**config.mk**
```make
export PLATFORM = sky130hd
export DESIGN_NAME = dtmf_digit_output_port
export DESIGN_NICKNAME = d
export VERILOG_FILES = /design/src/verilog/dtmf_out_pkg.sv /design/src/verilog/dtmf_fifo.sv /design/src/verilog/dtmf_digit_output_port.sv
export SDC_FILE = /design/constraint.sdc
export NUM_CORES = 1
export LEC_CHECK = 0
export CORE_MARGIN = 5
export CORE_UTILIZATION = 55
export DETAILED_ROUTE_END_ITERATION = 10
export DONT_BUFFER_PORTS = 1
export GPL_TIMING_DRIVEN = 0
export PLACE_DENSITY = 0.7
export RECOVER_POWER = 100
export SLEW_MARGIN = 25
export SYNTH_ARGS = -nofsm -noshare
export SYNTH_HDL_FRONTEND = slang
export SYNTH_SLANG_ARGS = --single-unit
```
**constraint.sdc**
```tcl
create_clock -name CORE_CLK -period 3.3 [get_ports CORE_CLK]
set_input_delay 0.165 -clock CORE_CLK [delete_from_list [all_inputs] [get_ports CORE_CLK]]
set_output_delay 0.165 -clock CORE_CLK [all_outputs]
set_load 0.02 [all_outputs]
```
**src/verilog/dtmf_out_pkg.sv**
```systemverilog
// Constants for the tone-pair digit output port
// Overview of operation
// - With the clock source select high, run from the on-chip oscillator and drive the time base pin with the oscillator divided by eight.
// - With the clock source select low, ignore the oscillator and take the working clock from the time base pin as an input.
// - While the output drive control is high the four code lines are driven, while low they float.
// - The decoded tone pair is shown as a binary code on four lines weighted one, two, four and eight.
// - The code valid flag is high only while the code lines carry a validated tone pair.
// - The flag rises only after both tones stayed valid for a detect interval between 20 and 40 ms.
// - After a digit is flagged, tone dropouts shorter than 20 ms are ignored and flag and code hold.
// - A tone absence longer than 40 ms is a release that drops the flag and clears the code.
package dtmf_out_pkg;
    localparam int          CLK_HZ        = 125_000_000;
    localparam int          DETECT_MS     = 30;
    localparam int          DROPOUT_MS    = 20;
    localparam int          RELEASE_MS    = 40;
    localparam int          DETECT_CYC    = CLK_HZ / 1000 * DETECT_MS;
    localparam int          DROPOUT_CYC   = CLK_HZ / 1000 * DROPOUT_MS;
    localparam int          RELEASE_CYC   = CLK_HZ / 1000 * RELEASE_MS;
    localparam int          TB_DIV        = 8;
    localparam int          TB_HALF       = TB_DIV / 2;
    localparam logic [3:0]  CODE_NONE     = 4'h0;
    localparam logic [3:0]  CODE_ZERO     = 4'hA;
    localparam logic [3:0]  CODE_STAR     = 4'hB;
    localparam logic [3:0]  CODE_HASH     = 4'hC;
    localparam logic [3:0]  CODE_A        = 4'hD;
    localparam logic [3:0]  CODE_B        = 4'hE;
    localparam logic [3:0]  CODE_C        = 4'hF;
    localparam logic [3:0]  KEY_ZERO      = 4'hA;
    localparam logic [3:0]  KEY_STAR      = 4'hB;
    localparam logic [3:0]  KEY_HASH      = 4'hC;
    localparam logic [3:0]  KEY_A         = 4'hD;
    localparam logic [3:0]  KEY_B         = 4'hE;
    localparam logic [3:0]  KEY_C         = 4'hF;
    localparam int          FIFO_DEPTH    = 8;
    localparam int          FIFO_WIDTH    = 4;
endpackage

```
**src/verilog/dtmf_fifo.sv**
```systemverilog
// Small synchronous FIFO with valid and ready on both sides
`timescale 1ns/1ps
module dtmf_fifo #(
    parameter int WIDTH = 4,
    parameter int DEPTH = 8
) (
    input  wire logic             clk,
    input  wire logic             rst,
    input  wire logic             in_valid,
    output logic                  in_ready,
    input  wire logic [WIDTH-1:0] in_data,
    output logic                  out_valid,
    input  wire logic             out_ready,
    output logic      [WIDTH-1:0] out_data
);
    localparam int AW = $clog2(DEPTH);
    typedef struct packed {
        logic [AW-1:0] wr;
        logic [AW-1:0] rd;
        logic [AW:0]   cnt;
    } fifo_t;
    fifo_t            st_reg;
    fifo_t            st_next;
    logic [WIDTH-1:0] mem [DEPTH];
    logic             push;
    logic             pop;

    // Handshake terms
    assign in_ready  = (st_reg.cnt != (AW+1)'(DEPTH));
    assign out_valid = (st_reg.cnt != '0);
    assign out_data  = mem[st_reg.rd];
    assign push      = in_valid && in_ready;
    assign pop       = out_valid && out_ready;

    // Pointer and count update
    always_comb begin
        st_next = st_reg;
        if (push) begin
            st_next.wr = (st_reg.wr == AW'(DEPTH-1)) ? '0 : st_reg.wr + 1'b1;
        end
        if (pop) begin
            st_next.rd = (st_reg.rd == AW'(DEPTH-1)) ? '0 : st_reg.rd + 1'b1;
        end
        st_next.cnt = st_reg.cnt + (AW+1)'(push) - (AW+1)'(pop);
    end

    // State and storage registers
    always_ff @(posedge clk) begin
        if (rst) begin
            st_reg <= '0;
        end else begin
            st_reg <= st_next;
        end
        if (push) begin
            mem[st_reg.wr] <= in_data;
        end
    end
endmodule // dtmf_fifo

```
**src/verilog/dtmf_digit_output_port.sv**
```systemverilog
// Digit output port: detect timing, code mapping, output drive, time base
`timescale 1ns/1ps
module dtmf_digit_output_port #(
    parameter int DETECT_COUNT  = dtmf_out_pkg::DETECT_CYC,
    parameter int RELEASE_COUNT = dtmf_out_pkg::RELEASE_CYC
) (
    input  wire logic       CORE_CLK,
    input  wire logic       RST,
    input  wire logic       TONE_PRESENT,
    input  wire logic [3:0] TONE_KEY,
    input  wire logic       CLOCK_SOURCE_SELECT,
    input  wire logic       OUTPUT_DRIVE_EN,
    input  wire logic       ALT_TIME_BASE_IN,
    output logic            ALT_TIME_BASE_OUT,
    output logic            ALT_TIME_BASE_OE,
    output logic            TIME_BASE_TICK,
    output logic [3:0]      DIGIT_CODE_BITS_OUT,
    output logic [3:0]      DIGIT_CODE_BITS_OE,
    output logic            CODE_VALID_FLAG,
    output logic            CODE_LOST
);
    typedef enum logic [1:0] {
        ST_IDLE  = 2'b00,
        ST_QUAL  = 2'b01,
        ST_VALID = 2'b11,
        ST_DROP  = 2'b10
    } mode_t;

    typedef struct packed {
        mode_t      mode;
        logic [31:0] tmr;
        logic [3:0]  key;
        logic [3:0]  code;
        logic        valid;
        logic [3:0]  oe;
        logic [2:0]  div;
        logic        tb_out;
        logic        tb_oe;
        logic        tb_prev;
        logic        tick;
        logic        push;
        logic        lost;
    } state_t;

    state_t     st_reg;
    state_t     st_next;
    logic       fifo_in_ready;
    logic       fifo_out_valid;
    logic [3:0] fifo_out_data;
    logic       fifo_take;

    // Keypad position to output code
    function automatic logic [3:0] map_key(input logic [3:0] k);
        logic [3:0] c;
        c = k;
        if (k == dtmf_out_pkg::KEY_ZERO) begin
            c = dtmf_out_pkg::CODE_ZERO;
        end else if (k == dtmf_out_pkg::KEY_STAR) begin
            c = dtmf_out_pkg::CODE_STAR;
        end else if (k == dtmf_out_pkg::KEY_HASH) begin
            c = dtmf_out_pkg::CODE_HASH;
        end else if (k == dtmf_out_pkg::KEY_A) begin
            c = dtmf_out_pkg::CODE_A;
        end else if (k == dtmf_out_pkg::KEY_B) begin
            c = dtmf_out_pkg::CODE_B;
        end else if (k == dtmf_out_pkg::KEY_C) begin
            c = dtmf_out_pkg::CODE_C;
        end
        return c;
    endfunction

    // Validated keypad positions queue ahead of the code mapping and output latch
    dtmf_fifo #(
        .WIDTH (dtmf_out_pkg::FIFO_WIDTH),
        .DEPTH (dtmf_out_pkg::FIFO_DEPTH)
    ) u_fifo (
        .clk       (CORE_CLK),
        .rst       (RST),
        .in_valid  (st_reg.push),
        .in_ready  (fifo_in_ready),
        .in_data   (st_reg.key),
        .out_valid (fifo_out_valid),
        .out_ready (fifo_take),
        .out_data  (fifo_out_data)
    );

    // Code latch pops the queue while no code is shown, also in a dropout
    assign fifo_take = fifo_out_valid && !st_reg.valid &&
                       (st_reg.mode == ST_VALID || (st_reg.mode == ST_DROP && !TONE_PRESENT));

    // Next state of timing, code latch, drive and time base
    always_comb begin
        st_next      = st_reg;
        st_next.push = 1'b0;
        st_next.lost = 1'b0;
        st_next.tick = 1'b0;
        case (st_reg.mode)
            ST_IDLE: begin
                st_next.tmr = '0;
                if (TONE_PRESENT) begin
                    st_next.mode = ST_QUAL;
                    st_next.key  = TONE_KEY;
                end
            end
            ST_QUAL: begin
                if (!TONE_PRESENT || TONE_KEY != st_reg.key) begin
                    st_next.mode = ST_IDLE;
                end else if (st_reg.tmr == 32'(DETECT_COUNT - 1)) begin
                    st_next.mode = ST_VALID;
                    st_next.tmr  = '0;
                    st_next.push = 1'b1;
                    st_next.lost = !fifo_in_ready;
                end else begin
                    st_next.tmr = st_reg.tmr + 32'h1;
                end
            end
            ST_VALID: begin
                st_next.tmr = '0;
                if (fifo_take) begin
                    st_next.code  = map_key(fifo_out_data);
                    st_next.valid = 1'b1;
                end
                if (!TONE_PRESENT) begin
                    st_next.mode = ST_DROP;
                end
            end
            ST_DROP: begin
                if (TONE_PRESENT) begin
                    st_next.mode = ST_VALID;
                end else if (st_reg.tmr == 32'(RELEASE_COUNT - 1)) begin
                    st_next.mode  = ST_IDLE;
                    st_next.valid = 1'b0;
                    st_next.code  = dtmf_out_pkg::CODE_NONE;
                end else begin
                    st_next.tmr = st_reg.tmr + 32'h1;
                    // A digit queued just before the dropout is still shown
                    if (fifo_take) begin
                        st_next.code  = map_key(fifo_out_data);
                        st_next.valid = 1'b1;
                    end
                end
            end
            default: begin
                st_next.mode = ST_IDLE;
            end
        endcase
        // Code line drive follows the enable input
        st_next.oe = {4{OUTPUT_DRIVE_EN}};
        // Internal mode divides by eight, external mode listens on the pin
        st_next.tb_oe   = CLOCK_SOURCE_SELECT;
        st_next.tb_prev = ALT_TIME_BASE_IN;
        if (CLOCK_SOURCE_SELECT) begin
            st_next.div    = st_reg.div + 3'h1;
            st_next.tb_out = (st_reg.div >= 3'(dtmf_out_pkg::TB_HALF - 1)) &&
                             (st_reg.div != 3'(dtmf_out_pkg::TB_DIV - 1));
            st_next.tick   = (st_reg.div == 3'(dtmf_out_pkg::TB_DIV - 1));
        end else begin
            st_next.div    = '0;
            st_next.tb_out = 1'b0;
            st_next.tick   = ALT_TIME_BASE_IN && !st_reg.tb_prev;
        end
    end

    // State register
    always_ff @(posedge CORE_CLK) begin
        if (RST) begin
            st_reg <= '0;
        end else begin
            st_reg <= st_next;
        end
    end

    assign ALT_TIME_BASE_OUT   = st_reg.tb_out;
    assign ALT_TIME_BASE_OE    = st_reg.tb_oe;
    assign TIME_BASE_TICK      = st_reg.tick;
    assign DIGIT_CODE_BITS_OUT = st_reg.code;
    assign DIGIT_CODE_BITS_OE  = st_reg.oe;
    assign CODE_VALID_FLAG     = st_reg.valid;
    assign CODE_LOST           = st_reg.lost;

    // Flag never rises while no code is held
    AST_FLAG_HAS_CODE: assert property (@(posedge CORE_CLK) disable iff (RST)
        $rose(CODE_VALID_FLAG) |-> DIGIT_CODE_BITS_OUT != dtmf_out_pkg::CODE_NONE)
        else $error("Valid flag rose with empty code");
    // Drive enable follows the control input one cycle later
    AST_DRIVE: assert property (@(posedge CORE_CLK) disable iff (RST)
        ##1 DIGIT_CODE_BITS_OE == {4{$past(OUTPUT_DRIVE_EN)}})
        else $error("Code drive does not follow enable");
    // Time base pin direction follows select
    AST_TB_DIR: assert property (@(posedge CORE_CLK) disable iff (RST)
        ##1 ALT_TIME_BASE_OE == $past(CLOCK_SOURCE_SELECT))
        else $error("Time base direction wrong");
    // Internal divider gives a tick every eight cycles
    AST_TB_DIV: assert property (@(posedge CORE_CLK) disable iff (RST)
        (CLOCK_SOURCE_SELECT && TIME_BASE_TICK) [*1] ##1 CLOCK_SOURCE_SELECT [*7]
        |=> TIME_BASE_TICK)
        else $error("Time base period is not eight");
    // Short dropout keeps flag and code
    AST_DROP_HOLD: assert property (@(posedge CORE_CLK) disable iff (RST)
        (st_reg.mode == ST_DROP && TONE_PRESENT) |=> $stable(CODE_VALID_FLAG) &&
        $stable(DIGIT_CODE_BITS_OUT))
        else $error("Dropout disturbed the output");
    // Release clears both flag and code together
    AST_RELEASE: assert property (@(posedge CORE_CLK) disable iff (RST)
        $fell(CODE_VALID_FLAG) |-> DIGIT_CODE_BITS_OUT == dtmf_out_pkg::CODE_NONE)
        else $error("Release left a code behind");
    // Qualified digit only after full detect count
    AST_DETECT: assert property (@(posedge CORE_CLK) disable iff (RST)
        st_reg.push |-> $past(st_reg.tmr) == 32'(DETECT_COUNT - 1))
        else $error("Digit qualified early");
    // Zero key maps to ten
    AST_MAP_ZERO: assert property (@(posedge CORE_CLK) disable iff (RST)
        $rose(CODE_VALID_FLAG) && $past(fifo_out_data) == dtmf_out_pkg::KEY_ZERO
        |-> DIGIT_CODE_BITS_OUT == dtmf_out_pkg::CODE_ZERO)
        else $error("Zero key mapped wrong");
    // Code lines read zero whenever the flag is low
    AST_IDLE_CODE: assert property (@(posedge CORE_CLK) disable iff (RST)
        !CODE_VALID_FLAG |-> DIGIT_CODE_BITS_OUT == dtmf_out_pkg::CODE_NONE)
        else $error("Code shown without flag");
    // External mode leaves the pin undriven and low
    AST_TB_QUIET: assert property (@(posedge CORE_CLK) disable iff (RST)
        !CLOCK_SOURCE_SELECT |=> !ALT_TIME_BASE_OUT && !ALT_TIME_BASE_OE)
        else $error("Pin driven in external mode");
    // A broken or changed burst goes back to idle and queues nothing
    AST_QUAL_BREAK: assert property (@(posedge CORE_CLK) disable iff (RST)
        (st_reg.mode == ST_QUAL && (!TONE_PRESENT || TONE_KEY != st_reg.key))
        |=> st_reg.mode == ST_IDLE && !st_reg.push)
        else $error("Broken burst was queued");
    // Release lands on the last count of an unbroken absence
    AST_RELEASE_TIME: assert property (@(posedge CORE_CLK) disable iff (RST)
        (st_reg.mode == ST_DROP && !TONE_PRESENT &&
         st_reg.tmr == 32'(RELEASE_COUNT - 1)) |=> !CODE_VALID_FLAG)
        else $error("Release count ran out without release");
endmodule // dtmf_digit_output_port

```
==> impl_metrics.prom, run 1 <==
# TYPE chip_impl_metric gauge
chip_impl_metric{name="final.setup.tns",unit="ns"} 0
chip_impl_metric{name="finish.cell_count_without_fillers",unit=""} 577
chip_impl_metric{name="min_period",unit="ns"} 2.853
chip_impl_info{name="synth_top_cell_by_area",value="sky130_fd_sc_hd__dfxtp_1"} 1
chip_impl_metric{name="final-max-slew-violation-count",unit=""} 0
chip_impl_metric{name="wl_per_cell",unit="µm"} 16.90
chip_impl_metric{name="standby_leakage_power",unit="µW"} 0.001681
chip_impl_info{name="ys.flop_type",value="sky130_fd_sc_hd__dfxtp_1"} 1
chip_impl_metric{name="cts_buffers",unit=""} 9
chip_impl_metric{name="cp_slowest_stage_delay",unit="ns"} 0.58
chip_impl_info{name="cp_cell_sequence",value="nor4_1 > nand4_1 > nor4_1 > o21ai_0 > nand2_1 > o32ai_1"} 1
chip_impl_metric{name="antenna_found_initial",unit=""} 0
chip_impl_metric{name="worstPathArrival",unit="ns"} 3.09
chip_impl_metric{name="timing.final.ws_setup",unit="ns"} 0.4470
chip_impl_info{name="synthTopCellsByArea",value="sky130_fd_sc_hd__dfxtp_1 28%, sky130_fd_sc_hd__edfxtp_1 20%, sky130_fd_sc_hd__nor2_1 4.0%, sky130_fd_sc_hd__mux4_2 3.8%, sky130_fd_sc_hd__xor2_1 3.5%"} 1
chip_impl_info{name="critical_path.startpoint",value="st_reg[47]"} 1
chip_impl_metric{name="grt-ovfl-total",unit=""} 0
chip_impl_metric{name="synth_enable_flop_cells",unit=""} 32
chip_impl_info{name="critical_path.endpoint",value="st_reg[26]"} 1
chip_impl_metric{name="synth_top_area_frac",unit=""} 0.2795
chip_impl_info{name="result_of_the_run",value="finished clean"} 1
chip_impl_metric{name="power.share.switching",unit=""} 0.2463
chip_impl_metric{name="remaining_drc_errors",unit=""} 0
chip_impl_metric{name="cts_max_level",unit=""} 3
chip_impl_metric{name="max-cap-violations",unit=""} 0
chip_impl_info{name="critical_path.startpoint_type",value="flip-flop"} 1
chip_impl_metric{name="first_pass_grt_wire_length",unit="µm"} 16340
chip_impl_info{name="timing.hold.worst.class",value="primary input to flip-flop"} 1
chip_impl_info{name="reg2reg_to",value="st_reg[26]"} 1
chip_impl_metric{name="combPwrFrac",unit=""} 0.045
chip_impl_metric{name="n_antenna_cell",unit=""} 0
chip_impl_metric{name="dr_total_vias",unit=""} 3385
chip_impl_metric{name="postSynthCellCount",unit=""} 447
chip_impl_metric{name="floorplan.die_area",unit="mm²"} 0.01055
chip_impl_info{name="grt_setup_unrepaired",value="no"} 1
chip_impl_info{name="crit_path_frequent_cell",value="sky130_fd_sc_hd__nor4_1"} 1
chip_impl_metric{name="preCtsSetupSlack",unit="ns"} 0.6204
chip_impl_metric{name="grt_start_max_net_pins",unit=""} 19
chip_impl_metric{name="design.portCount",unit=""} 23
chip_impl_metric{name="drt-total-wl",unit="µm"} 9752
chip_impl_metric{name="grt.total_usage",unit=""} 0.1990
chip_impl_metric{name="critical_path.n_buffers_inverters",unit=""} 0
chip_impl_metric{name="fillCellCount",unit=""} 719
chip_impl_metric{name="fp.dieW",unit="µm"} 102.7
chip_impl_metric{name="relSlewSlack",unit=""} 0.2634
chip_impl_metric{name="finClkSkew",unit="ns"} 0.01747
chip_impl_metric{name="die_h",unit="µm"} 102.7
chip_impl_metric{name="p_int",unit="µW"} 1573
chip_impl_info{name="crit_family",value="simple AND/OR/NAND/NOR gates"} 1
chip_impl_metric{name="grt_pass1_vias",unit=""} 3229
chip_impl_metric{name="clk-insertion-delay-late",unit="ns"} 0.36
chip_impl_info{name="worstSetupPathType",value="flip-flop to flip-flop"} 1
chip_impl_info{name="rr_startpoint",value="st_reg[47]"} 1
chip_impl_metric{name="worst_ir_drop_vdd",unit="V"} 0.0001802
chip_impl_metric{name="clockPowerShare",unit=""} 0.349
chip_impl_metric{name="period_share",unit=""} 0.8645
chip_impl_metric{name="numPortBuffers",unit=""} 0
chip_impl_metric{name="synth_cell_type_count",unit=""} 62
chip_impl_metric{name="drt.antenna.violating_nets",unit=""} 0
chip_impl_metric{name="syn_area_per_cell",unit="µm²"} 10.58
chip_impl_metric{name="synth.yosys.warnings",unit=""} 0
chip_impl_metric{name="detailed_place_hpwl",unit="µm"} 7025
chip_impl_metric{name="syn_area",unit="mm²"} 0.004727
chip_impl_metric{name="power.share.sequential",unit=""} 0.606
chip_impl_metric{name="coreArea",unit="mm²"} 0.008299
chip_impl_metric{name="cp.depth",unit=""} 6
chip_impl_metric{name="cts.reportedPaths.clkPinSlew",unit="ns"} 0.10
chip_impl_metric{name="nNetsFinal",unit=""} 491
chip_impl_info{name="crit_path_end_kind",value="flip-flop"} 1
chip_impl_metric{name="power-per-cell-area",unit="mW/mm²"} 412.8
chip_impl_metric{name="tightest_slew",unit="ns"} 1.093
chip_impl_metric{name="timing.critical_path.fanout_max",unit=""} 9
chip_impl_metric{name="setup-violations-final",unit=""} 0
chip_impl_metric{name="drive_above_1_share",unit=""} 0.1038
chip_impl_info{name="tritoncts_clock_tree",value="yes"} 1
chip_impl_metric{name="fmax",unit="GHz"} 0.3505
chip_impl_metric{name="utilization",unit=""} 0.6092
chip_impl_info{name="cts_root_buffer",value="sky130_fd_sc_hd__clkbuf_8"} 1
chip_impl_metric{name="avgViaCountPerCell",unit=""} 5.867
chip_impl_metric{name="place.gp.congestion",unit=""} 0.9181
chip_impl_metric{name="async_flop_share",unit=""} 0
chip_impl_metric{name="drt_pre_antenna_iters",unit=""} 6
chip_impl_metric{name="postSynthNetCount",unit=""} 471
chip_impl_metric{name="initial_utilization",unit=""} 0.5696
chip_impl_metric{name="timing.critical_path.required",unit="ns"} 3.53
chip_impl_metric{name="layout-area-overhead-vs-synth",unit="%"} 6.961
chip_impl_metric{name="maximum_clock_path_buffer_count",unit=""} 2
chip_impl_info{name="critical_path_top_delay_cell",value="sky130_fd_sc_hd__nor4_1"} 1
chip_impl_metric{name="r2r_cells",unit=""} 6
chip_impl_metric{name="switchingPower",unit="µW"} 514.0
chip_impl_metric{name="largest_reg_flops",unit=""} 43
chip_impl_metric{name="placed_cells_incl_taps",unit=""} 552
chip_impl_metric{name="first_iter_violations",unit=""} 146
chip_impl_metric{name="rows",unit=""} 33
chip_impl_metric{name="synth.ff_latch_count",unit=""} 98
chip_impl_metric{name="yosysSeqAreaShare",unit=""} 0.4828
chip_impl_metric{name="finalHoldViolCount",unit=""} 0
chip_impl_metric{name="clock_sink_count",unit=""} 98
chip_impl_metric{name="reg2reg_slack",unit="ns"} 0.45
chip_impl_metric{name="post_cts_resize_count",unit=""} 0
cells in the final DEF, fill, tap and decap left out, types with 13 or more instances in the layout:
| cell type | Yosys | routed |
|---|---|---|
| sky130_fd_sc_hd__a21oi_1 | 22 | 22 |
| sky130_fd_sc_hd__clkbuf_1 | 5 | 13 |
| sky130_fd_sc_hd__dfxtp_1 | 66 | 66 |
| sky130_fd_sc_hd__edfxtp_1 | 32 | 32 |
| sky130_fd_sc_hd__ha_1 | 13 | 13 |
| sky130_fd_sc_hd__inv_1 | 15 | 15 |
| sky130_fd_sc_hd__nand2_1 | 19 | 20 |
| sky130_fd_sc_hd__nand3_1 | 14 | 15 |
| sky130_fd_sc_hd__nor2_1 | 51 | 52 |
| sky130_fd_sc_hd__nor3_1 | 13 | 14 |
| sky130_fd_sc_hd__xor2_1 | 19 | 19 |
cells in the mapped netlist (all sizes together), types with 9 or more instances:
| cell type | instances |
|---|---|
| a21oi | 23 |
| and2 | 9 |
| buf | 22 |
| dfxtp | 66 |
| edfxtp | 32 |
| ha | 13 |
| inv | 15 |
| mux2i | 11 |
| nand2 | 20 |
| nand3 | 15 |
| nand4 | 9 |
| nor2 | 52 |
| nor3 | 14 |
| o211ai | 11 |
| o21ai | 13 |
| xor2 | 19 |
worst min-delay path, cell delays in order:
cell,delay (ns)
sky130_fd_sc_hd__nor3b_1,0.03
sky130_fd_sc_hd__a21oi_1,0.11
sky130_fd_sc_hd__nor2_1,0.06
final cells by class:
type / count / area, µm² / share of cell area
inverters: 15 / 56.30 / 0.01114
plain buffers: 28 / 147.6 / 0.02920
clock buffers: 9 / 123.9 / 0.02450
multi-input cells: 306 / 2163 / 0.4279
repair buffers: 9 / 90.09 / 0.01782
flip-flops and latches: 98 / 2282 / 0.4514
clock inverters: 7 / 61.31 / 0.01213
well taps: 105 / 131.4 / 0.02598
power by group through the flow:
stage | clock [µW] | combinational, µW | sequential, µW
3_3_place_gp | 0 | 89.5 | 1290
6_report | 728 | 94.6 | 1260
2_1_floorplan | 0 | 70.5 | 1290
4_1_cts | 750 | 100 | 1260
3_5_place_dp | 0 | 90.8 | 1290
5_1_grt | 805 | 104 | 1270
per-layer routing:
layer | vias up | routed length (µm) | GRT usage | part of all wire
met5 | - | 0 | 0 | 0
met4 | 0 | 104 | 0.05146 | 0.011
met3 | 11 | 368 | 0.03857 | 0.038
met2 | 63 | 5034 | 0.3431 | 0.52
met1 | 1635 | 4245 | 0.2570 | 0.44
li1 | 1676 | - | - | -
worst min path at each step:
| stage | start | end | slack (ns) | cells after the start |
|---|---|---|---|---|
| after floorplan | OUTPUT_DRIVE_EN | DIGIT_CODE_BITS_OE[0] | 0.29 | 1 |
| after global placement | ALT_TIME_BASE_IN | st_reg[3] | 0.29 | 1 |
| after detailed placement | OUTPUT_DRIVE_EN | DIGIT_CODE_BITS_OE[0] | 0.30 | 1 |
| after CTS | CLOCK_SOURCE_SELECT | TIME_BASE_TICK | 0.02 | 3 |
| after global routing | CLOCK_SOURCE_SELECT | TIME_BASE_TICK | 0.05 | 3 |
| final | CLOCK_SOURCE_SELECT | TIME_BASE_TICK | 0.04 | 3 |
stage by stage:
step / area [µm²] / hold slack (ns) / total power, µW
after detailed placement: 4858 / 0.2990 / 1384
after global placement: 4858 / 0.2938 / 1381
final: 5056 / 0.03645 / 2087
after CTS: 5134 / 0.02055 / 2116
after floorplan: 4727 / 0.2932 / 1359
after global routing: 5056 / 0.04561 / 2177
repair_timing:
action	4_1_cts	5_1_grt
hold buffers	9	0
endpoints found under the hold margin	13	0
buffers inserted	0	0
logic make-up after synthesis:
kind of cell	count (synthesis)	synth area share
multiplexers	19	0.06141
XOR/XNOR	23	0.04261
adder cells (fa/ha/maj)	14	0.03865
AND/OR/NAND/NOR	177	0.2086
flip-flops	98	0.4828
AO/OA/AOI/OAI	73	0.1165
buffers and inverters	43	0.04949
(Power assumes the default switching activity.)
==> run 2, diff against run 1 <==
--- a/constraint.sdc
+++ b/constraint.sdc
@@ -3,2 +3,2 @@
 set_output_delay 0.165 -clock CORE_CLK [all_outputs]
-set_load 0.02 [all_outputs]
+set_load 0.05 [all_outputs]
==> run 2 against run 1 <==
Effect of this change:
- non-clock buffer count unchanged
- via count about the same
- cell area down 0.22%
- setup slack worse by 0.0069 ns
- largest power group unchanged
- clock-buffer cell count unchanged
- sequential share of layout area up 0.10 points
- combinational power up 4.9%
- sequential power about the same
- global-route usage unchanged
- final cell count unchanged
==> impl_metrics.prom, run 2 (synthesis gave the netlist of run 1 again) <==
# TYPE chip_impl_metric gauge
chip_impl_info{name="result_of_the_run",value="finished clean"} 1
chip_impl_metric{name="drt.antenna.violating_nets",unit=""} 0
chip_impl_metric{name="wl_per_cell",unit="µm"} 16.93
chip_impl_metric{name="first_iter_violations",unit=""} 138
chip_impl_metric{name="coreArea",unit="mm²"} 0.008299
chip_impl_metric{name="finish.cell_count_without_fillers",unit=""} 577
chip_impl_metric{name="switchingPower",unit="µW"} 522.0
chip_impl_info{name="timing.hold.worst_endpoint",value="TIME_BASE_TICK"} 1
chip_impl_metric{name="worst_ir_drop_vdd",unit="V"} 0.0001828
chip_impl_metric{name="tightest_slew",unit="ns"} 1.111
chip_impl_metric{name="clock_sink_count",unit=""} 98
chip_impl_metric{name="rows",unit=""} 33
chip_impl_metric{name="design.portCount",unit=""} 23
chip_impl_metric{name="standby_leakage_power",unit="µW"} 0.001679
chip_impl_metric{name="nNetsFinal",unit=""} 491
chip_impl_info{name="crit_path_end_kind",value="flip-flop"} 1
chip_impl_info{name="reg2reg_to",value="st_reg[29]"} 1
chip_impl_metric{name="grt_start_max_net_pins",unit=""} 19
chip_impl_metric{name="grt-ovfl-total",unit=""} 0
chip_impl_metric{name="power-per-cell-area",unit="mW/mm²"} 415.2
chip_impl_metric{name="combPwrFrac",unit=""} 0.047
chip_impl_info{name="worstSetupPathType",value="flip-flop to flip-flop"} 1
chip_impl_metric{name="hold_path_stages",unit=""} 3
chip_impl_metric{name="max-cap-violations",unit=""} 0
chip_impl_metric{name="clk-insertion-delay-late",unit="ns"} 0.36
chip_impl_metric{name="detailed_place_hpwl",unit="µm"} 7025
chip_impl_metric{name="cts_max_level",unit=""} 3
chip_impl_metric{name="fp.dieW",unit="µm"} 102.7
chip_impl_info{name="critical_path.startpoint_type",value="flip-flop"} 1
chip_impl_metric{name="final.setup.tns",unit="ns"} 0
chip_impl_metric{name="period_share",unit=""} 0.8666
chip_impl_info{name="grt_setup_unrepaired",value="no"} 1
chip_impl_metric{name="timing.critical_path.fanout_max",unit=""} 10
chip_impl_metric{name="avgViaCountPerCell",unit=""} 5.863
chip_impl_metric{name="min_period",unit="ns"} 2.860
chip_impl_info{name="source_of_the_worst_hold_timing_path",value="CLOCK_SOURCE_SELECT"} 1
chip_impl_metric{name="post-cts-setup-buffer-count",unit=""} 0
chip_impl_info{name="layout_commonest_cell",value="sky130_fd_sc_hd__dfxtp_1"} 1
chip_impl_metric{name="maximum_clock_path_buffer_count",unit=""} 2
chip_impl_metric{name="initial_utilization",unit=""} 0.5696
chip_impl_info{name="timing.hold.worst.class",value="primary input to flip-flop"} 1
chip_impl_metric{name="worstPathArrival",unit="ns"} 3.11
chip_impl_metric{name="first_pass_grt_wire_length",unit="µm"} 16340
chip_impl_metric{name="die_h",unit="µm"} 102.7
chip_impl_metric{name="finalHoldViolCount",unit=""} 0
chip_impl_metric{name="finClkSkew",unit="ns"} 0.01676
chip_impl_metric{name="placed_cells_incl_taps",unit=""} 552
chip_impl_metric{name="fmax",unit="GHz"} 0.3497
chip_impl_info{name="rr_startpoint",value="st_reg[47]"} 1
chip_impl_metric{name="power.share.sequential",unit=""} 0.605
chip_impl_metric{name="clockPowerShare",unit=""} 0.348
chip_impl_metric{name="r2r_cells",unit=""} 7
chip_impl_metric{name="power.share.switching",unit=""} 0.2492
chip_impl_info{name="most-common-layout-cells",value="66 x sky130_fd_sc_hd__dfxtp_1, 52 x sky130_fd_sc_hd__nor2_1, 32 x sky130_fd_sc_hd__edfxtp_1"} 1
chip_impl_metric{name="largest_reg_flops",unit=""} 43
chip_impl_metric{name="timing.critical_path.required",unit="ns"} 3.55
chip_impl_metric{name="cts.reportedPaths.clkPinSlew",unit="ns"} 0.11
chip_impl_metric{name="utilization",unit=""} 0.6079
chip_impl_metric{name="grt_pass1_vias",unit=""} 3229
chip_impl_metric{name="reg2reg_slack",unit="ns"} 0.44
chip_impl_info{name="cts_root_buffer",value="sky130_fd_sc_hd__clkbuf_8"} 1
chip_impl_metric{name="p_int",unit="µW"} 1573
chip_impl_metric{name="drt_pre_antenna_iters",unit=""} 6
chip_impl_metric{name="drt-total-wl",unit="µm"} 9768
chip_impl_metric{name="relSlewSlack",unit=""} 0.2516
chip_impl_metric{name="drive_above_1_share",unit=""} 0.1017
chip_impl_metric{name="numPortBuffers",unit=""} 0
chip_impl_metric{name="n_antenna_cell",unit=""} 0
chip_impl_metric{name="remaining_drc_errors",unit=""} 0
chip_impl_metric{name="cts_buffers",unit=""} 9
chip_impl_metric{name="antenna_found_initial",unit=""} 0
chip_impl_info{name="tritoncts_clock_tree",value="yes"} 1
chip_impl_metric{name="setup-violations-final",unit=""} 0
chip_impl_metric{name="floorplan.die_area",unit="mm²"} 0.01055
chip_impl_metric{name="fillCellCount",unit=""} 721
chip_impl_metric{name="layout-area-overhead-vs-synth",unit="%"} 6.723
chip_impl_metric{name="grt.total_usage",unit=""} 0.1990
chip_impl_metric{name="dr_total_vias",unit=""} 3383
chip_impl_metric{name="place.gp.congestion",unit=""} 0.9181
chip_impl_metric{name="final-max-slew-violation-count",unit=""} 0
[run 2: cell counts in the layout (fill, tap and decap cells not counted)]
Identical to the previous run, type by type.
[run 2: how the worst max path moves through the flow]
| stage | from | to | slack, ns | cells after the start |
|---|---|---|---|---|
| 2_1_floorplan | CODE_VALID_FLAG | u_fifo.st_reg[2] | 0.81 | 10 |
| 3_3_place_gp | CODE_VALID_FLAG | u_fifo.st_reg[2] | 0.55 | 10 |
| 3_5_place_dp | CODE_VALID_FLAG | u_fifo.st_reg[2] | 0.53 | 10 |
| 4_1_cts | CODE_VALID_FLAG | u_fifo.st_reg[2] | 0.50 | 10 |
| 5_1_grt | st_reg[22] | st_reg[26] | 0.17 | 8 |
| 6_report | st_reg[47] | st_reg[29] | 0.44 | 7 |
[run 2: layout make-up]
cell class	instances	area (µm²)	area share
Buffer	28	147.6	0.02927
Clock buffer	9	123.9	0.02455
Clock inverter	7	61.31	0.01215
Inverter	15	56.30	0.01116
Multi-Input combinational cell	306	2152	0.4266
Sequential cell	98	2282	0.4524
Tap cell	105	131.4	0.02604
Timing Repair Buffer	9	90.09	0.01786
[run 2: per-stage QoR]
stage          total power, µW  worst slack, ns  instance area, µm²  hold WS [ns]
4_1_cts                   2124           0.4963                5134       0.02055
2_1_floorplan             1368           0.8053                4727        0.2932
3_5_place_dp              1392           0.5253                4858        0.2990
6_report                  2095           0.4401                5045       0.03165
3_3_place_gp              1390           0.5487                4858        0.2938
5_1_grt                   2184           0.1725                5045       0.04561
[run 2: routing by layer]
| metal | GRT usage | vias to the layer above | routed length (µm) |
|---|---|---|---|
| met2 | 0.3431 | 56 | 5036 |
| li1 | - | 1676 | - |
| met5 | 0 | - | 0 |
| met3 | 0.03857 | 11 | 337 |
| met4 | 0.05146 | 0 | 104 |
| met1 | 0.2570 | 1640 | 4291 |
[run 2: power by group through the flow]
stage / clock network, µW / logic (µW) / registers (µW)
6_report: 728 / 99.2 / 1270
5_1_grt: 805 / 109 / 1270
4_1_cts: 750 / 106 / 1270
3_5_place_dp: 0 / 96.8 / 1300
3_3_place_gp: 0 / 95.5 / 1290
2_1_floorplan: 0 / 76.5 / 1290
[run 2: repair_timing]
action                                 CTS  global route
endpoints found under the hold margin   13             0
resized for setup                        0             0
hold buffers                             9             0
[run 2: critical path, cell delays in order, from the launching register on]
cell and delay [ns]:
sky130_fd_sc_hd__dfxtp_1 0.38, sky130_fd_sc_hd__nor4_1 0.54, sky130_fd_sc_hd__nand4_1 0.23, sky130_fd_sc_hd__nor4_1 0.57, sky130_fd_sc_hd__a21oi_1 0.15, sky130_fd_sc_hd__o21ai_1 0.59
sky130_fd_sc_hd__buf_6 0.23, sky130_fd_sc_hd__nor2_1 0.05
==> run 3, diff against run 2 <==
BUFFER_PORTS_ARGS = -buffer_cell sky130_fd_sc_hd__buf_2   (was unset)
DONT_BUFFER_PORTS = unset   (was 1)
PLACE_DENSITY = 0.73   (was 0.7)
==> run 3 against run 2 <==
Effect of this change:
- register-to-register slack got worse by 0.10 ns
- first-iteration DRC count increased by 30%
- highest routed layer unchanged
- wire length increased by 2.2%
- non-clock buffer count increased by 13
- sequential share of layout area decreased by 0.53 points
- core utilization increased by 0.72 points
- critical path depth decreased by 1
- critical endpoint is now st_reg[26]
- clock skew decreased by 0.0056 ns
==> impl_metrics.prom, run 3 (synthesis gave the netlist of run 1 again) <==
# TYPE chip_impl_metric gauge
chip_impl_metric{name="drt.antenna.violating_nets",unit=""} 0
chip_impl_metric{name="setup-violations-final",unit=""} 0
chip_impl_metric{name="wl_per_cell",unit="µm"} 16.92
chip_impl_metric{name="fp.dieW",unit="µm"} 102.7
chip_impl_metric{name="r2r_cells",unit=""} 6
chip_impl_metric{name="floorplan.die_area",unit="mm²"} 0.01055
chip_impl_metric{name="maximum_clock_path_buffer_count",unit=""} 2
chip_impl_info{name="result_of_the_run",value="finished clean"} 1
chip_impl_metric{name="detailed_place_hpwl",unit="µm"} 7336
chip_impl_info{name="cp_cell_sequence",value="nor4_1 > nand4_1 > nor4_1 > o21ai_0 > nand2_2 > o32ai_1"} 1
chip_impl_metric{name="finClkSkew",unit="ns"} 0.01116
chip_impl_metric{name="cts.reportedPaths.clkPinSlew",unit="ns"} 0.10
chip_impl_metric{name="power-per-cell-area",unit="mW/mm²"} 416.0
chip_impl_metric{name="cts_buffers",unit=""} 9
chip_impl_metric{name="standby_leakage_power",unit="µW"} 0.001724
chip_impl_metric{name="cp_slowest_stage_delay",unit="ns"} 0.60
chip_impl_info{name="most-common-layout-cells",value="66 x sky130_fd_sc_hd__dfxtp_1, 51 x sky130_fd_sc_hd__nor2_1, 32 x sky130_fd_sc_hd__edfxtp_1"} 1
chip_impl_metric{name="fmax",unit="GHz"} 0.3377
chip_impl_metric{name="layout-area-overhead-vs-synth",unit="%"} 7.994
chip_impl_metric{name="grt_pass1_vias",unit=""} 3319
chip_impl_metric{name="timing.critical_path.required",unit="ns"} 3.52
chip_impl_metric{name="coreArea",unit="mm²"} 0.008299
chip_impl_metric{name="timing.critical_path.fanout_max",unit=""} 9
chip_impl_metric{name="dr_total_vias",unit=""} 3490
chip_impl_metric{name="antenna_found_initial",unit=""} 0
chip_impl_metric{name="final-max-slew-violation-count",unit=""} 0
chip_impl_info{name="layout_commonest_cell",value="sky130_fd_sc_hd__dfxtp_1"} 1
chip_impl_metric{name="hold_buffers",unit=""} 0
chip_impl_info{name="grt_setup_unrepaired",value="no"} 1
chip_impl_metric{name="period_share",unit=""} 0.8973
chip_impl_metric{name="finalHoldViolCount",unit=""} 0
chip_impl_metric{name="worst_ir_drop_vdd",unit="V"} 0.0002860
chip_impl_metric{name="clock_sink_count",unit=""} 98
chip_impl_metric{name="grt_start_max_net_pins",unit=""} 20
chip_impl_info{name="timing.hold.worst.class",value="primary input to flip-flop"} 1
chip_impl_info{name="crit_path_end_kind",value="flip-flop"} 1
chip_impl_info{name="reg2reg_to",value="st_reg[26]"} 1
chip_impl_metric{name="clk-insertion-delay-late",unit="ns"} 0.37
chip_impl_info{name="rr_startpoint",value="st_reg[47]"} 1
chip_impl_metric{name="n_antenna_cell",unit=""} 0
chip_impl_metric{name="drt-total-wl",unit="µm"} 9981
chip_impl_metric{name="reg2reg_slack",unit="ns"} 0.34
chip_impl_metric{name="worstPathArrival",unit="ns"} 3.19
chip_impl_metric{name="relSlewSlack",unit=""} 0.1013
chip_impl_metric{name="fillCellCount",unit=""} 712
chip_impl_info{name="cts_root_buffer",value="sky130_fd_sc_hd__clkbuf_8"} 1
chip_impl_metric{name="drt_pre_antenna_iters",unit=""} 4
chip_impl_metric{name="numPortBuffers",unit=""} 22
chip_impl_info{name="tritoncts_clock_tree",value="yes"} 1
chip_impl_info{name="source_of_the_worst_hold_timing_path",value="OUTPUT_DRIVE_EN"} 1
chip_impl_metric{name="post_cts_resize_count",unit=""} 0
chip_impl_metric{name="min_period",unit="ns"} 2.961
chip_impl_metric{name="rows",unit=""} 33
chip_impl_metric{name="final_cell_area",unit="mm²"} 0.005105
chip_impl_info{name="critical_path.startpoint_type",value="flip-flop"} 1
chip_impl_metric{name="max-cap-violations",unit=""} 0
chip_impl_info{name="critical_path_top_delay_cell",value="sky130_fd_sc_hd__nor4_1"} 1
chip_impl_metric{name="grt-ovfl-total",unit=""} 0
chip_impl_metric{name="final.setup.tns",unit="ns"} 0
chip_impl_metric{name="design.portCount",unit=""} 23
chip_impl_metric{name="drive_above_1_share",unit=""} 0.1361
chip_impl_metric{name="tightest_slew",unit="ns"} 1.334
chip_impl_info{name="crit_family",value="simple AND/OR/NAND/NOR gates"} 1
chip_impl_info{name="worstSetupPathType",value="flip-flop to flip-flop"} 1
chip_impl_metric{name="die_h",unit="µm"} 102.7
chip_impl_metric{name="remaining_drc_errors",unit=""} 0
chip_impl_info{name="crit_path_frequent_cell",value="sky130_fd_sc_hd__nor4_1"} 1
chip_impl_metric{name="first_pass_grt_wire_length",unit="µm"} 16440
chip_impl_metric{name="nNetsFinal",unit=""} 504
chip_impl_info{name="timing.hold.worst_endpoint",value="DIGIT_CODE_BITS_OE[0]"} 1
chip_impl_metric{name="avgViaCountPerCell",unit=""} 5.915
chip_impl_metric{name="place.gp.congestion",unit=""} 0.8979
chip_impl_metric{name="initial_utilization",unit=""} 0.5696
chip_impl_metric{name="first_iter_violations",unit=""} 180
chip_impl_metric{name="cts_max_level",unit=""} 3
chip_impl_metric{name="place_area",unit="mm²"} 0.004969
chip_impl_metric{name="hold_path_stages",unit=""} 2
chip_impl_metric{name="critical_path.n_buffers_inverters",unit=""} 0
chip_impl_metric{name="grt.total_usage",unit=""} 0.2012
chip_impl_metric{name="post-cts-setup-buffer-count",unit=""} 0
chip_impl_metric{name="largest_reg_flops",unit=""} 43
run 3: cell count changes in the layout (fill, tap and decap cells not counted), moves of 7 or more:
cell,previous run,this run
sky130_fd_sc_hd__buf_2,6,13
sky130_fd_sc_hd__dlygate4sd3_1,9,0
sky130_fd_sc_hd__clkbuf_1,13,20
sky130_fd_sc_hd__buf_4,1,9
run 3: routing by layer:
metal | global-route usage | up-vias | part of all wire
met4 | 0.07366 | 0 | 0.020
met2 | 0.3441 | 118 | 0.50
met3 | 0.03112 | 18 | 0.051
li1 | - | 1705 | -
met5 | 0 | - | 0
met1 | 0.2582 | 1649 | 0.43
run 3: cell type report:
cell class | instances | area (µm²) | area share
Buffer | 28 | 176.4 | 0.03456
Clock buffer | 9 | 123.9 | 0.02426
Inverter | 15 | 56.30 | 0.01103
Timing Repair Buffer | 22 | 92.59 | 0.01814
Sequential cell | 98 | 2282 | 0.4471
Clock inverter | 7 | 66.31 | 0.01299
Multi-Input combinational cell | 306 | 2176 | 0.4262
Tap cell | 105 | 131.4 | 0.02574
run 3: worst max path at each step:
| stage | startpoint | end | slack, ns | depth (start not counted) |
|---|---|---|---|---|
| floorplan | CODE_VALID_FLAG | u_fifo.st_reg[2] | 0.81 | 10 |
| global placement | st_reg[54] | u_fifo.st_reg[2] | 0.62 | 11 |
| detailed placement | st_reg[54] | u_fifo.st_reg[2] | 0.57 | 11 |
| CTS | st_reg[54] | u_fifo.st_reg[2] | 0.57 | 11 |
| global route | st_reg[22] | CODE_VALID_FLAG | 0.15 | 7 |
| finish | st_reg[47] | st_reg[26] | 0.34 | 6 |
run 3: where the power goes:
group | switching [µW] | internal [µW]
registers | 11.8 | 1250
clock network | 456 | 294
logic | 76.9 | 33.8
total | 544 | 1580
run 3: worst register-to-register path: cells and delay by family, from the launching register on:
kind,cells,cell delay (ns)
AOI/OAI and AO/OA,2,0.72
DFF,1,0.38
and+or+nand+nor,4,1.72
run 3: metrics by stage:
step / total power (µW) / cells / util / hold WS, ns / worst slack, ns
CTS: 2149 / 590 / 0.6216 / 0.01503 / 0.5660
global route: 2206 / 590 / 0.6151 / 0.03078 / 0.1487
floorplan: 1368 / 447 / - / 0.2932 / 0.8053
detailed placement: 1405 / 574 / 0.5987 / 0.4031 / 0.5730
finish: 2123 / 590 / 0.6151 / 0.02643 / 0.3389
global placement: 1402 / 574 / 0.5987 / 0.3759 / 0.6173
